## src/rtl/idc_pkg.sv

```systemverilog
// package: instruction decoder constants, classes and field layout
package idc_pkg;
    localparam int unsigned INSTR_W      = 14;
    localparam int unsigned OSC_PER_ICYC = 4;
    localparam logic [1:0]  PHASE_RST    = 2'h0;
    localparam logic [1:0]  PHASE_LAST   = 2'(OSC_PER_ICYC - 1);
    localparam logic [13:0] NOP_WORD     = 14'h0000;
    localparam int unsigned F_LSB        = 0;
    localparam int unsigned D_POS        = 7;
    localparam int unsigned B_LSB        = 7;
    localparam int unsigned K11_LSB      = 0;
    localparam int unsigned K8_LSB       = 0;
    localparam int unsigned N_POS        = 2;
    localparam int unsigned M_LSB        = 0;
    localparam logic [6:0]  FILE_MIN     = 7'h00;
    localparam logic [6:0]  FILE_MAX     = 7'h7f;
    localparam logic [6:0]  INDF0_ADDR   = 7'h00;
    localparam logic [6:0]  INDF1_ADDR   = 7'h01;
    localparam logic [1:0]  CYC_ONE      = 2'h1;
    localparam logic [1:0]  CYC_TWO      = 2'h2;

    typedef enum logic [1:0] {
        IDC_CLS_BYTE,
        IDC_CLS_BIT,
        IDC_CLS_LIT
    } idc_class_t;

    typedef enum logic [3:0] {
        IDC_OP_PLAIN,
        IDC_OP_CALL,
        IDC_OP_INVOKE_ACC,
        IDC_OP_RETURN,
        IDC_OP_EXIT_LIT,
        IDC_OP_INT_EXIT,
        IDC_OP_JUMP,
        IDC_OP_REL_JUMP,
        IDC_OP_ACC_JUMP,
        IDC_OP_SKIP_SET,
        IDC_OP_SKIP_CLR,
        IDC_OP_DEC_SKIP,
        IDC_OP_INC_SKIP,
        IDC_OP_PTR_STEP
    } idc_op_t;
endpackage

```

## src/rtl/idc_field_extract.sv

```systemverilog
// module: combinational operand field extraction and classification
`timescale 1ns/1ps
`default_nettype none
module idc_field_extract (
    input  wire logic [13:0]        instr,
    output idc_pkg::idc_class_t     cls,
    output idc_pkg::idc_op_t        op,
    output logic                    dest_file,
    output logic [6:0]              file_addr,
    output logic [2:0]              bit_idx,
    output logic [10:0]             lit11,
    output logic [7:0]              lit8,
    output logic                    ptr_num,
    output logic [1:0]              step_mode,
    output logic                    uses_file
);
    always_comb begin
        // classes by the top two opcode bits
        case (instr[13:12])
            2'h1:    cls = idc_pkg::IDC_CLS_BIT;
            2'h0:    cls = idc_pkg::IDC_CLS_BYTE;
            // shift and carry/borrow arithmetic sit among the literal opcodes
            2'h3:    cls = (instr[11:8] inside {4'h5, 4'h6, 4'h7, 4'hb, 4'hd}) ? idc_pkg::IDC_CLS_BYTE
                                                                           : idc_pkg::IDC_CLS_LIT;
            default: cls = idc_pkg::IDC_CLS_LIT;
        endcase
        // a store to file (bit 7 set) keeps byte class and its read
        if (instr[13:7] == 7'h00) begin
            cls = idc_pkg::IDC_CLS_LIT;
        end
    end

    always_comb begin
        op = idc_pkg::IDC_OP_PLAIN;
        // control words without operands match on every bit; only operand bits are don't-care
        casez (instr)
            14'b10_0???_????_????: op = idc_pkg::IDC_OP_CALL;
            14'b10_1???_????_????: op = idc_pkg::IDC_OP_JUMP;
            14'b11_001?_????_????: op = idc_pkg::IDC_OP_REL_JUMP;
            14'b00_0000_0000_1010: op = idc_pkg::IDC_OP_INVOKE_ACC;
            14'b00_0000_0000_1000: op = idc_pkg::IDC_OP_RETURN;
            14'b00_0000_0000_1001: op = idc_pkg::IDC_OP_INT_EXIT;
            14'b00_0000_0000_1011: op = idc_pkg::IDC_OP_ACC_JUMP;
            14'b11_0100_????_????: op = idc_pkg::IDC_OP_EXIT_LIT;
            // both step directions, load and store, share one format
            14'b00_0000_0001_????: op = idc_pkg::IDC_OP_PTR_STEP;
            14'b01_10??_????_????: op = idc_pkg::IDC_OP_SKIP_CLR;
            14'b01_11??_????_????: op = idc_pkg::IDC_OP_SKIP_SET;
            14'b00_1011_????_????: op = idc_pkg::IDC_OP_DEC_SKIP;
            14'b00_1111_????_????: op = idc_pkg::IDC_OP_INC_SKIP;
            default:               op = idc_pkg::IDC_OP_PLAIN;
        endcase
    end

    assign dest_file = instr[idc_pkg::D_POS];
    assign file_addr = instr[idc_pkg::F_LSB +: 7];
    assign bit_idx   = instr[idc_pkg::B_LSB +: 3];
    assign lit11     = instr[idc_pkg::K11_LSB +: 11];
    assign lit8      = instr[idc_pkg::K8_LSB +: 8];
    assign ptr_num   = instr[idc_pkg::N_POS];
    assign step_mode = instr[idc_pkg::M_LSB +: 2];
    assign uses_file = (cls != idc_pkg::IDC_CLS_LIT);
endmodule
`default_nettype wire

```

## src/rtl/idc_decoder.sv

```systemverilog
// module: instruction decoder with instruction-cycle timing
`timescale 1ns/1ps
`default_nettype none
module idc_decoder (
    input  wire logic               clk,
    input  wire logic               rst_n,
    input  wire logic [13:0]        fetch_word,
    input  wire logic               skip_cond,
    input  wire logic               ptr_prog_mem,
    output logic                    icyc_start,
    output logic [1:0]              phase,
    output idc_pkg::idc_class_t     cls_out,
    output idc_pkg::idc_op_t        op_out,
    output logic                    dest_file_out,
    output logic [6:0]              file_addr_out,
    output logic [2:0]              bit_idx_out,
    output logic [10:0]             lit11_out,
    output logic [7:0]              lit8_out,
    output logic                    ptr_num_out,
    output logic [1:0]              step_mode_out,
    output logic                    file_rd,
    output logic                    file_wr,
    output logic                    acc_wr,
    output logic                    flush,
    output logic                    stall,
    output logic                    exec_valid
);
    logic [1:0]              phase_q;
    logic [13:0]             ir_q;
    logic                    empty_q;
    logic [1:0]              extra_q;
    idc_pkg::idc_class_t     cls;
    idc_pkg::idc_op_t        op;
    logic                    dest_file;
    logic [6:0]              file_addr;
    logic [2:0]              bit_idx;
    logic [10:0]             lit11;
    logic [7:0]              lit8;
    logic                    ptr_num;
    logic [1:0]              step_mode;
    logic                    uses_file;
    logic                    last_ph;
    logic                    is_indirect;
    logic                    keep_q;
    logic                    take_branch;
    logic                    pm_penalty;
    logic [1:0]              cost;

    idc_field_extract u_fx (
        .instr     (ir_q),
        .cls       (cls),
        .op        (op),
        .dest_file (dest_file),
        .file_addr (file_addr),
        .bit_idx   (bit_idx),
        .lit11     (lit11),
        .lit8      (lit8),
        .ptr_num   (ptr_num),
        .step_mode (step_mode),
        .uses_file (uses_file)
    );

    function automatic logic always_two(input idc_pkg::idc_op_t o);
        case (o)
            idc_pkg::IDC_OP_CALL, idc_pkg::IDC_OP_INVOKE_ACC, idc_pkg::IDC_OP_RETURN,
            idc_pkg::IDC_OP_EXIT_LIT, idc_pkg::IDC_OP_INT_EXIT, idc_pkg::IDC_OP_JUMP,
            idc_pkg::IDC_OP_REL_JUMP, idc_pkg::IDC_OP_ACC_JUMP: always_two = 1'b1;
            default: always_two = 1'b0;
        endcase
    endfunction

    function automatic logic is_skip(input idc_pkg::idc_op_t o);
        is_skip = (o == idc_pkg::IDC_OP_SKIP_SET) || (o == idc_pkg::IDC_OP_SKIP_CLR) ||
                  (o == idc_pkg::IDC_OP_DEC_SKIP) || (o == idc_pkg::IDC_OP_INC_SKIP);
    endfunction

    assign last_ph     = (phase_q == idc_pkg::PHASE_LAST);
    assign is_indirect = uses_file &&
                         ((file_addr == idc_pkg::INDF0_ADDR) || (file_addr == idc_pkg::INDF1_ADDR));
    assign take_branch = always_two(op) || (is_skip(op) && skip_cond);
    assign pm_penalty  = is_indirect && ptr_prog_mem;
    assign cost        = {1'b0, take_branch} + {1'b0, pm_penalty};

    // quarter-rate sequencer
    always_ff @(posedge clk or negedge rst_n) begin
        if (!rst_n) begin
            phase_q <= idc_pkg::PHASE_RST;
        end else begin
            phase_q <= phase_q + 2'h1;
        end
    end

    // instruction register: holds while extra cycles run and over a penalty cycle
    always_ff @(posedge clk or negedge rst_n) begin
        if (!rst_n) begin
            ir_q <= idc_pkg::NOP_WORD;
        end else if (last_ph && extra_q == 2'h0 && !(empty_q && keep_q)) begin
            ir_q <= fetch_word;
        end
    end

    // empty cycles owed by the instruction that just finished
    always_ff @(posedge clk or negedge rst_n) begin
        if (!rst_n) begin
            extra_q <= 2'h0;
            empty_q <= 1'b0;
        end else if (last_ph) begin
            if (extra_q != 2'h0) begin
                extra_q <= extra_q - 2'h1;
                empty_q <= 1'b1;
            end else if (empty_q || cost == 2'h0) begin
                // an empty cycle decodes nothing and owes nothing
                empty_q <= 1'b0;
            end else begin
                // first owed cycle follows at once, the rest are counted
                extra_q <= cost - 2'h1;
                empty_q <= 1'b1;
            end
        end
    end

    // word fetched under a penalty is kept, under a branch thrown away
    always_ff @(posedge clk or negedge rst_n) begin
        if (!rst_n) begin
            keep_q <= 1'b0;
        end else if (last_ph && extra_q == 2'h0 && !empty_q) begin
            keep_q <= !take_branch;
        end
    end

    // registered decode outputs, reloaded every clock from the decode of the instruction register
    always_ff @(posedge clk or negedge rst_n) begin
        if (!rst_n) begin
            icyc_start    <= 1'b0;
            phase         <= idc_pkg::PHASE_RST;
            cls_out       <= idc_pkg::IDC_CLS_LIT;
            op_out        <= idc_pkg::IDC_OP_PLAIN;
            dest_file_out <= 1'b0;
            file_addr_out <= idc_pkg::FILE_MIN;
            bit_idx_out   <= 3'h0;
            lit11_out     <= 11'h000;
            lit8_out      <= 8'h00;
            ptr_num_out   <= 1'b0;
            step_mode_out <= 2'h0;
            exec_valid    <= 1'b0;
        end else begin
            icyc_start    <= last_ph;
            phase         <= phase_q + 2'h1;
            cls_out       <= cls;
            op_out        <= op;
            dest_file_out <= dest_file;
            file_addr_out <= file_addr;
            bit_idx_out   <= bit_idx;
            lit11_out     <= lit11;
            lit8_out      <= lit8;
            ptr_num_out   <= ptr_num;
            step_mode_out <= step_mode;
            exec_valid    <= !empty_q && (phase_q == idc_pkg::PHASE_RST);
        end
    end

    // file access strobes: read in quarter 1, write in quarter 3
    always_ff @(posedge clk or negedge rst_n) begin
        if (!rst_n) begin
            file_rd <= 1'b0;
            file_wr <= 1'b0;
            acc_wr  <= 1'b0;
        end else begin
            // read even for write-only operations such as store to file
            file_rd <= !empty_q && uses_file && (phase_q == 2'h0);
            file_wr <= !empty_q && uses_file && (phase_q == 2'h2) &&
                       (dest_file || cls == idc_pkg::IDC_CLS_BIT);
            acc_wr  <= !empty_q && cls == idc_pkg::IDC_CLS_BYTE && !dest_file &&
                       (phase_q == 2'h2);
        end
    end

    // flush: discard prefetched word when a branch or taken skip executes, not for a penalty alone
    always_ff @(posedge clk or negedge rst_n) begin
        if (!rst_n) begin
            flush <= 1'b0;
            stall <= 1'b0;
        end else begin
            flush <= last_ph && !empty_q && extra_q == 2'h0 && take_branch;
            // fetch must not advance while a kept word waits out its penalty
            stall <= (extra_q != 2'h0) || (empty_q && keep_q);
        end
    end
endmodule
`default_nettype wire

```

## config.mk

```make
export PLATFORM = sky130hd
export DESIGN_NAME = idc_decoder
export DESIGN_NICKNAME = d
export VERILOG_FILES = /design/src/rtl/idc_pkg.sv /design/src/rtl/idc_field_extract.sv /design/src/rtl/idc_decoder.sv
export SDC_FILE = /design/constraint.sdc
export NUM_CORES = 1
export LEC_CHECK = 0
export BUFFER_PORTS_ARGS = -buffer_cell sky130_fd_sc_hd__buf_2
export CORE_MARGIN = 2
export CORE_UTILIZATION = 50
export CTS_BUF_LIST = sky130_fd_sc_hd__clkbuf_8
export DETAILED_ROUTE_END_ITERATION = 10
export PLACE_DENSITY_LB_ADDON = 0.1
export SLEW_MARGIN = 5
export SYNTH_ARGS = -nofsm -noshare
export SYNTH_HDL_FRONTEND = slang
export SYNTH_SLANG_ARGS = --single-unit
```

## constraint.sdc

```tcl
create_clock -name clk -period 3.05 [get_ports clk]
set_clock_uncertainty 0.1 [all_clocks]
set_input_delay 0.305 -clock clk [delete_from_list [all_inputs] [get_ports clk]]
set_output_delay 0.305 -clock clk [all_outputs]
set_load 0.02 [all_outputs]
```

Yosys cells after proc, flatten, opt, wreduce, memory -nomap -nowiden:

Memories as Yosys holds them, arrays and structs flattened.
Cells that the tools add are included.

* register bits: 66
* memory bits (read-only): 16
* input port bits: 18
* output and inout port bits: 48
* logic and storage cells: 104
* memories: 1

* add/subtract/negate cells: 4
* equal/unequal tests: 30
* mux-type cells: 8
* reduce and logical (&&, ||, !) cells: 40

Memory list
* (name not given): depth 16, bits a word 1, read ports 1, clocked after Yosys merged registers in 0, write ports 0, RTL line idc_decoder.sv:64 `case (o)`

Operator list (number)
* 14-bit by 4-bit == test with 1-bit output (second input constant): 4
* 4-bit one-hot mux with 13 select lines: 1
* 4-bit == test (second input constant): 6
* 4-bit by 3-bit == test with 1-bit output (second input constant): 5
* 1-bit logical AND: 18
* 7-bit zero test: 2
* 6-bit by 4-bit == test with 1-bit output (second input constant): 2
* 10-bit by 1-bit == test with 1-bit output (second input constant): 1
* 2-bit zero test: 5
* 1-bit logical OR: 8
* 2-bit two-way mux: 4
* 7-bit by 1-bit == test with 1-bit output (second input constant): 1
* 2-bit == test (second input constant): 3
* 3-bit == test (second input constant): 2
* 6-bit == test (second input constant): 1
* 2-bit one-hot mux with 3 select lines: 1
* 5-bit == test (second input constant): 1
* 5-bit nonzero test: 1
* 2-bit by 1-bit == test with 1-bit output (second input constant): 2
* 1-bit zero test: 4
* 2-bit inequality test (second input constant): 2
* 2-bit by 1-bit subtractor with 2-bit output (second input constant): 2
* 1-bit by 1-bit adder with 2-bit output: 1
* 2-bit by 1-bit adder with 2-bit output (second input constant): 1
* 3 further kinds: 4

Logic depth before layout (Yosys ltp):

Gate-level depths: netlist of the first run.

* word-level depth: 13
* gate-level depth with buffers: 11
* depth with buffers taken out: 10

By module:

A second synthesis of the first run with hierarchy kept.

* cells, all modules: 203
* area, all modules: 2702.6 µm²

By module, submodules not included
* idc_decoder: instances 1, cells each 124, area each 2115.8 µm², seq. area each 1652.8 µm²
* idc_field_extract: instances 1, cells each 79, area each 586.8 µm², seq. area each 0.0 µm²

Least setup slack after synthesis of the first run:

Ideal clock, no wire load.

* path kind: reg2reg
* start: register ir_q[9]
* end: register extra_q[1]
* library setup time: 0.079 ns
* data arrival time: 2.421 ns
* required time: 2.871 ns
* path slack: 0.450 ns
* stages on the path, launching flop included: 12
* buffers on the path: 1
* clock period less this slack: 2.600 ns
* cells stage by stage: dfrtp_1 buf_6 nor4_4 nand3_2 o41ai_4 nor3_1 maj3_2 o21ba_2 ha_1 xnor2_1 nand3_1 mux2i_1

* word-level cells in the longest chain between the ends: 13
* elaborated cells between the ends (all ways): 41
* those cells by class: add/sub (2); eq/ne (20); mux (6); reduce/logical (12); memory (1)

Ends and longest elaborated chain
* start, declared: RTL line idc_decoder.sv:29 `logic [13:0] ir_q;`
* start signal, assigned: RTL line idc_decoder.sv:96 `ir_q <= idc_pkg::NOP_WORD;`
* start signal, assigned: RTL line idc_decoder.sv:98 `ir_q <= fetch_word;`
* branches (longest 8 deep; another with memory 16 x 1 bit)
* 1-bit by 1-bit adder with 2-bit output (*): RTL line idc_decoder.sv:82 `assign cost = {1'b0, take_branch} + {1'b0, pm_penalty};`
* branches (longest 4 deep; another with 2-bit by 1-bit subtractor with 2-bit output)
* end signal, assigned: RTL line idc_decoder.sv:109 `extra_q <= extra_q - 2'h1;`
* end signal, assigned: RTL line idc_decoder.sv:116 `extra_q <= cost - 2'h1;`
* end, declared: RTL line idc_decoder.sv:31 `logic [1:0] extra_q;`

Mark *: on every way between the ends. The select of a mux whose other input is x is not followed.
A chain may end at the register's enable or synchronous reset.

Final worst setup path of the first run:

* start: register ir_q[10]
* end: register extra_q[1]

* word-level cells in the longest chain between the ends: 13
* elaborated cells between the ends (all ways): 43
* those cells by class: add/sub (2); eq/ne (22); mux (6); reduce/logical (12); memory (1)

Ends and longest elaborated chain (RTL line)
* branches (longest 8 deep; another with memory 16 x 1 bit)
* 1-bit by 1-bit adder with 2-bit output (*): idc_decoder.sv:82
* branches (longest 4 deep; another with 2-bit by 1-bit subtractor with 2-bit output)

Marks and branches as above.

==> impl_metrics.yaml, run 1 <==
status:
  status: "completed"
yosys:
  yosysWarnings: 0
  synth-edff-count: 0
  synth_ff_type: "dfrtp_1"
  synth_area_um2: 2082
  synth-async-reset-ratio_pct: 100.0
  synthCells: 174
  synth.net_count: 197
  ys_types: 46
  synth-seq-cells: 44
  avgSynthCellArea_um2: 11.97
  ys_seq_area_share_pct: 52.94
place:
  finalWeightedCongestion: 0.8218
  place_ws_ns: 0.2645
  placed_cell_area_um2: 2276
  hpwl_um: 2896
  io_buffers: 65
clocking:
  cts.htree.levels: 2
  clock-root-buffer: "clkbuf_8"
  clock_sinks: 44
  cts_tree: "yes"
  clock_latency_ns: 0.30
  cts-resized-gates: 0
  clock_path_buffers: 2
  cts.clk_slew.worst_paths_ns: 0.08
  numCtsBuffers: 5
  postCtsSetupBuffers: 0
  hold_buffers: 0
floorplan:
  die_area_um2: 4696
  fp-row-count: 23
  io_pins: 66
  die_w_um: 68.53
  start_util_pct: 52.05
  core_area_um2: 4000
  die_h_um: 68.53
global_routing:
  grt_pass1_wl_um: 6044
  grt.total_usage_pct: 18.27
  grt_pass1_vias: 1260
  antenna_found_initial: 0
  grt_overflow: 0
  grt_max_degree: 45
setup_path:
  crit_type: "reg2reg"
  critical_path_required_ns: 3.18
  reg2reg_depth: 10
  cp-end-kind: "register"
  crit_path_max_fanout: 11
  start_kind: "register"
  worstPathArrival_ns: 2.94
power:
  ir_worst_vdd_mv: 0.4387
  power.leakage_nw: 1.182
  power.density_nw_per_um2: 1162
detailed_routing:
  routed_wl_um: 3862
  drc: 0
  ant_nets: 0
  via_per_inst: 5.159
  dr.pass1.iters: 4
  vias: 1393
  wl_per_cell_um: 14.30
  first_iter_violations: 50
cells_and_area:
  nets: 242
  drive_gt1_share_pct: 46.36
  final_area_um2: 2370
  syn_to_final_growth_pct: 13.82
  diodes: 0
timing:
  finalHoldViolCount: 0
  worstMarginPinSlew_ns: 0.9195
  setup_viol: 0
  rsz0062_at_grt: "no"
  drv_slew: 0
  achievable-frequency_mhz: 355.5
  worst_slack_ns: 0.2371
  finalSetupTns_ns: 0
  post-route-period-util_pct: 92.23
  min_period_ns: 2.813
  slew_headroom_pct: 38.70
flow_run:
  max-cap-violations: 0
min_path:
  min_path_type: "in2async"
## per-layer routing
layer  part of all wire (%)  wire, um  global-route usage [%]
met5                      0         0                       0
met2                     48      1838                   27.88
met3                    6.9       266                   5.844
met4                    2.0        78                   8.250
met1                     43      1678                   23.72
## cell type report
type	instances	area (um^2)
repair buffers	66	332.8
flip-flops and latches	44	1102
clock inverters	2	11.26
well taps	50	62.56
inverters	10	37.54
clock buffers	6	82.58
fillers	358	1630
multi-input cells	92	740.7
## metrics by stage
| stage | power [mW] | utilization (%) | hold WS, ns | std cells |
|---|---|---|---|---|
| 3_5_place_dp | 2.399 | 56.90 | 0.3252 | 262 |
| 6_report | 2.754 | 59.24 | 0.03224 | 270 |
| 3_3_place_gp | 2.395 | 56.90 | 0.3165 | 262 |
| 4_1_cts | 2.780 | 59.24 | 0.06941 | 270 |
| 5_1_grt | 2.970 | 59.24 | 0.1056 | 270 |
| 2_1_floorplan | 2.184 | - | -0.09059 | 174 |
## critical path, cell delays in order (launching register included)
cell and delay [ns]:
dfrtp_1 0.51, nor4_4 0.34, nand3_1 0.19, o21ai_1 0.21
a311oi_1 0.10, maj3_2 0.37, o21ba_2 0.21, ha_1 0.32
xnor2_1 0.16, nand3_1 0.10, mux2i_1 0.14
## cell usage in the layout, fill, tap and decap left out, types with 4 or more instances in the layout
| master | count |
|---|---|
| a21oi_1 | 4 |
| nor3_1 | 6 |
| mux2_2 | 14 |
| buf_2 | 65 |
| dfrtp_1 | 43 |
| nor2b_1 | 6 |
| inv_1 | 11 |
| a31oi_1 | 4 |
| nand3_1 | 4 |
| ha_1 | 5 |
| nor2_1 | 10 |
| clkbuf_8 | 6 |
## Yosys cell counts (all sizes together) (3+ instances only)
cell   number  area share (%)
a31oi       4             1.2
buf        26             9.3
mux2       14             7.6
nor3        7             1.9
nor2b       6             1.8
o21ai       3            0.72
nand3       5             1.4
a21oi       4            0.96
nor2       10             1.8
ha          5             3.0
inv        10             1.8
dfrtp      43              52
## registers in the layout, indices dropped and copies added (netlist names)
name and flops:
acc_wr 1, cls_out 2, empty_q 1, exec_valid 1
extra_q 2, file_rd 1, file_wr 1, flush 1
icyc_start 1, ir_q 14, keep_q 1, lit11_out 4
lit8_out 6, op_out 4, phase 2, stall 1
step_mode_out 1
## logic make-up (layout without fill, tap and decap cells)
family	count (synthesis)	in the layout	synth area share [%]
XOR/XNOR	1	1	0.4207
buffers and inverters	38	84	11.48
adder cells (fa/ha/maj)	6	6	3.546
multiplexers	16	16	8.534
AND/OR/NAND/NOR	45	45	13.64
flip-flops	44	44	52.94
AO/OA/AOI/OAI	24	24	9.435
## path summary, 6_finish.rpt
path / start / to / slack (ns)
max: ir_q[10] / extra_q[1] / 0.24
min: rst_n / phase[1] / 0.03
max reg2reg: ir_q[10] / extra_q[1] / 0.24
min reg2reg: ir_q[6] / lit8_out[6] / 0.34
max in group asynchronous: rst_n / lit11_out[8] / 2.24
min in group clk: fetch_word[12] / ir_q[12] / 0.14
## power by group
group,total (mW),switching [mW],leakage (nW),internal [mW]
registers,1.10,0.270,0.532,0.829
logic,1.29,0.773,0.602,0.514
clock network,0.368,0.188,0.0486,0.181
Note: power is estimated with default switching activity, not from simulation.
==> run 2, diff against run 1 <==
--- a/config.mk
+++ b/config.mk
@@ -5,13 +5,14 @@
 export SDC_FILE = /design/constraint.sdc
 export NUM_CORES = 1
 export LEC_CHECK = 0
-export BUFFER_PORTS_ARGS = -buffer_cell sky130_fd_sc_hd__buf_2
 export CORE_MARGIN = 2
 export CORE_UTILIZATION = 50
 export CTS_BUF_LIST = sky130_fd_sc_hd__clkbuf_8
 export DETAILED_ROUTE_END_ITERATION = 10
+export DONT_BUFFER_PORTS = 1
 export PLACE_DENSITY_LB_ADDON = 0.1
 export SLEW_MARGIN = 5
 export SYNTH_ARGS = -nofsm -noshare
 export SYNTH_HDL_FRONTEND = slang
 export SYNTH_SLANG_ARGS = --single-unit
+export TNS_END_PERCENT = 30
==> run 2 against run 1 <==
Compared with the run above: first-iteration DRC count decreased by 24%; utilization decreased by 5.0 points; maximum frequency decreased by 0.82%; power decreased by 1.9%; clock-buffer cell count decreased by 1; critical endpoint unchanged; flip-flop and latch count unchanged; setup slack got worse by 0.023 ns; sequential power increased by 35%; register-to-register slack got worse by 0.02 ns.
==> impl_metrics.yaml, run 2 (synthesis gave the netlist of run 1 again) <==
cells_and_area:
  fillers: 351
  regMostFlops: "ir_q"
  final_area_um2: 2170
  nets: 184
  final_common_cell: "dfrtp_1"
  syn_to_final_growth_pct: 4.207
  final_cell_mix: "dfrtp_1 (41), mux2_2 (14), nor2_1 (10), inv_1 (10)"
  drive_gt1_share_pct: 30.86
  reg_top3: "ir_q: 14 flops, lit8_out: 6 flops"
  diodes: 0
  largest_reg_flops: 14
floorplan:
  die_w_um: 68.53
  core_area_um2: 4000
  fp-row-count: 23
  die_area_um2: 4696
  io_pins: 66
  start_util_pct: 52.05
  die_h_um: 68.53
detailed_routing:
  via_per_inst: 5.675
  top_layer_used: "met4"
  first_iter_violations: 38
  dr.pass1.iters: 4
  drc: 0
  routed_wl_um: 3620
  route.met3.wl_um: 245
  ant_nets: 0
  route.met2.wl_um: 1734
  vias: 1203
  wl_met1_um: 1589
  wl_per_cell_um: 17.08
global_routing:
  antenna_found_initial: 0
  grt_pass1_vias: 1111
  grt.total_usage_pct: 16.88
  grt_overflow: 0
  grt_pass1_wl_um: 5651
  grt_max_degree: 45
power:
  p_seq_share_pct: 55.1
  power.leakage_nw: 0.9617
  ir_worst_vdd_mv: 0.5870
  clkPwrFrac_pct: 16.5
  switching_share_pct: 45.61
  power.density_nw_per_um2: 1246
  switchingPower_mw: 1.233
  p_int_mw: 1.470
  comb_power_share_pct: 28.4
timing:
  achievable-frequency_mhz: 352.6
  slew_headroom_pct: 53.04
  setup_viol: 0
  whs_ns: 0.05436
  post-route-period-util_pct: 92.98
  worstMarginPinSlew_ns: 0.7048
  finalSetupTns_ns: 0
  min_period_ns: 2.836
  finalHoldViolCount: 0
  rsz0062_at_grt: "no"
  drv_slew: 0
clocking:
  cts.htree.levels: 2
  clock_latency_ns: 0.29
  cts.clk_slew.worst_paths_ns: 0.09
  clock-root-buffer: "clkbuf_8"
  numCtsBuffers: 5
  cts_tree: "yes"
  clock_path_buffers: 2
  clock_sinks: 44
setup_path:
  crit_path_max_fanout: 5
  start_kind: "register"
  critical_path_required_ns: 3.18
  worstPathArrival_ns: 2.96
  crit_type: "reg2reg"
  cp-end-kind: "register"
place:
  hpwl_um: 2505
  finalWeightedCongestion: 0.8673
  placed_cell_area_um2: 1951
  io_buffers: 0
flow_run:
  max-cap-violations: 0
status:
  status: "completed"
min_path:
  min_path_type: "in2reg"
[run 2: power groups by stage]
stage | logic (mW) | clock network, mW | registers, mW
after floorplan | 1.00 | 0 | 1.18
after global placement | 0.610 | 0 | 1.49
after detailed placement | 0.627 | 0 | 1.50
after CTS | 0.647 | 0.461 | 1.49
after global routing | 0.848 | 0.486 | 1.56
final | 0.769 | 0.446 | 1.49
[run 2: per-stage QoR]
step                instances  total power [mW]  util (%)  setup WS, ns
global placement          197             2.099     48.76        0.3098
finish                    212             2.703     54.24        0.2140
CTS                       207             2.598     52.39        0.1734
global route              212             2.892     54.24       0.01809
detailed placement        197             2.130     48.76        0.1830
floorplan                 174             2.184         -        0.4496
[run 2: worst paths after layout]
check | to | slack (ns) | startpoint | depth (start not counted)
max | extra_q[1] | 0.21 | ir_q[8] | 10
min | ir_q[13] | 0.05 | fetch_word[13] | 1
min in group asynchronous | icyc_start | 0.37 | rst_n | 2
max reg2reg | extra_q[1] | 0.21 | ir_q[8] | 10
min reg2reg | lit8_out[5] | 0.33 | ir_q[5] | 0
max in group asynchronous | cls_out[1] | 2.21 | rst_n | 2
[run 2: worst max-delay path, stage by stage (launching register included)]
cell,delay [ns]
dfrtp_2,0.45
nor4_4,0.38
nand3_2,0.17
o41ai_4,0.38
nor3_2,0.09
maj3_2,0.35
o21ba_2,0.23
ha_4,0.25
xnor2_1,0.16
nand3_1,0.09
mux2i_1,0.12
[run 2: what timing repair did]
action                                 CTS  global route
resized for setup                        0             7
setup endpoints to repair                0             2
endpoints found under the hold margin   44             0
hold buffers                             2             0
setup buffers                            0             5
[run 2: area by class of cell]
cell class              count  area (um^2)  share of cell area, %
flip-flops and latches     44         1105                  50.92
multi-input cells          92        774.5                  35.70
repair buffers              8        75.07                  3.460
well taps                  50        62.56                  2.884
inverters                  10        37.54                  1.730
clock inverters             3        46.29                  2.134
clock buffers               5        68.82                  3.172
[run 2: routing by layer]
metal | GRT usage [%] | vias to the layer above
met3 | 5.357 | 6
met1 | 22.75 | 601
met5 | 0 | -
li1 | - | 555
met4 | 7.000 | 0
met2 | 25.12 | 41
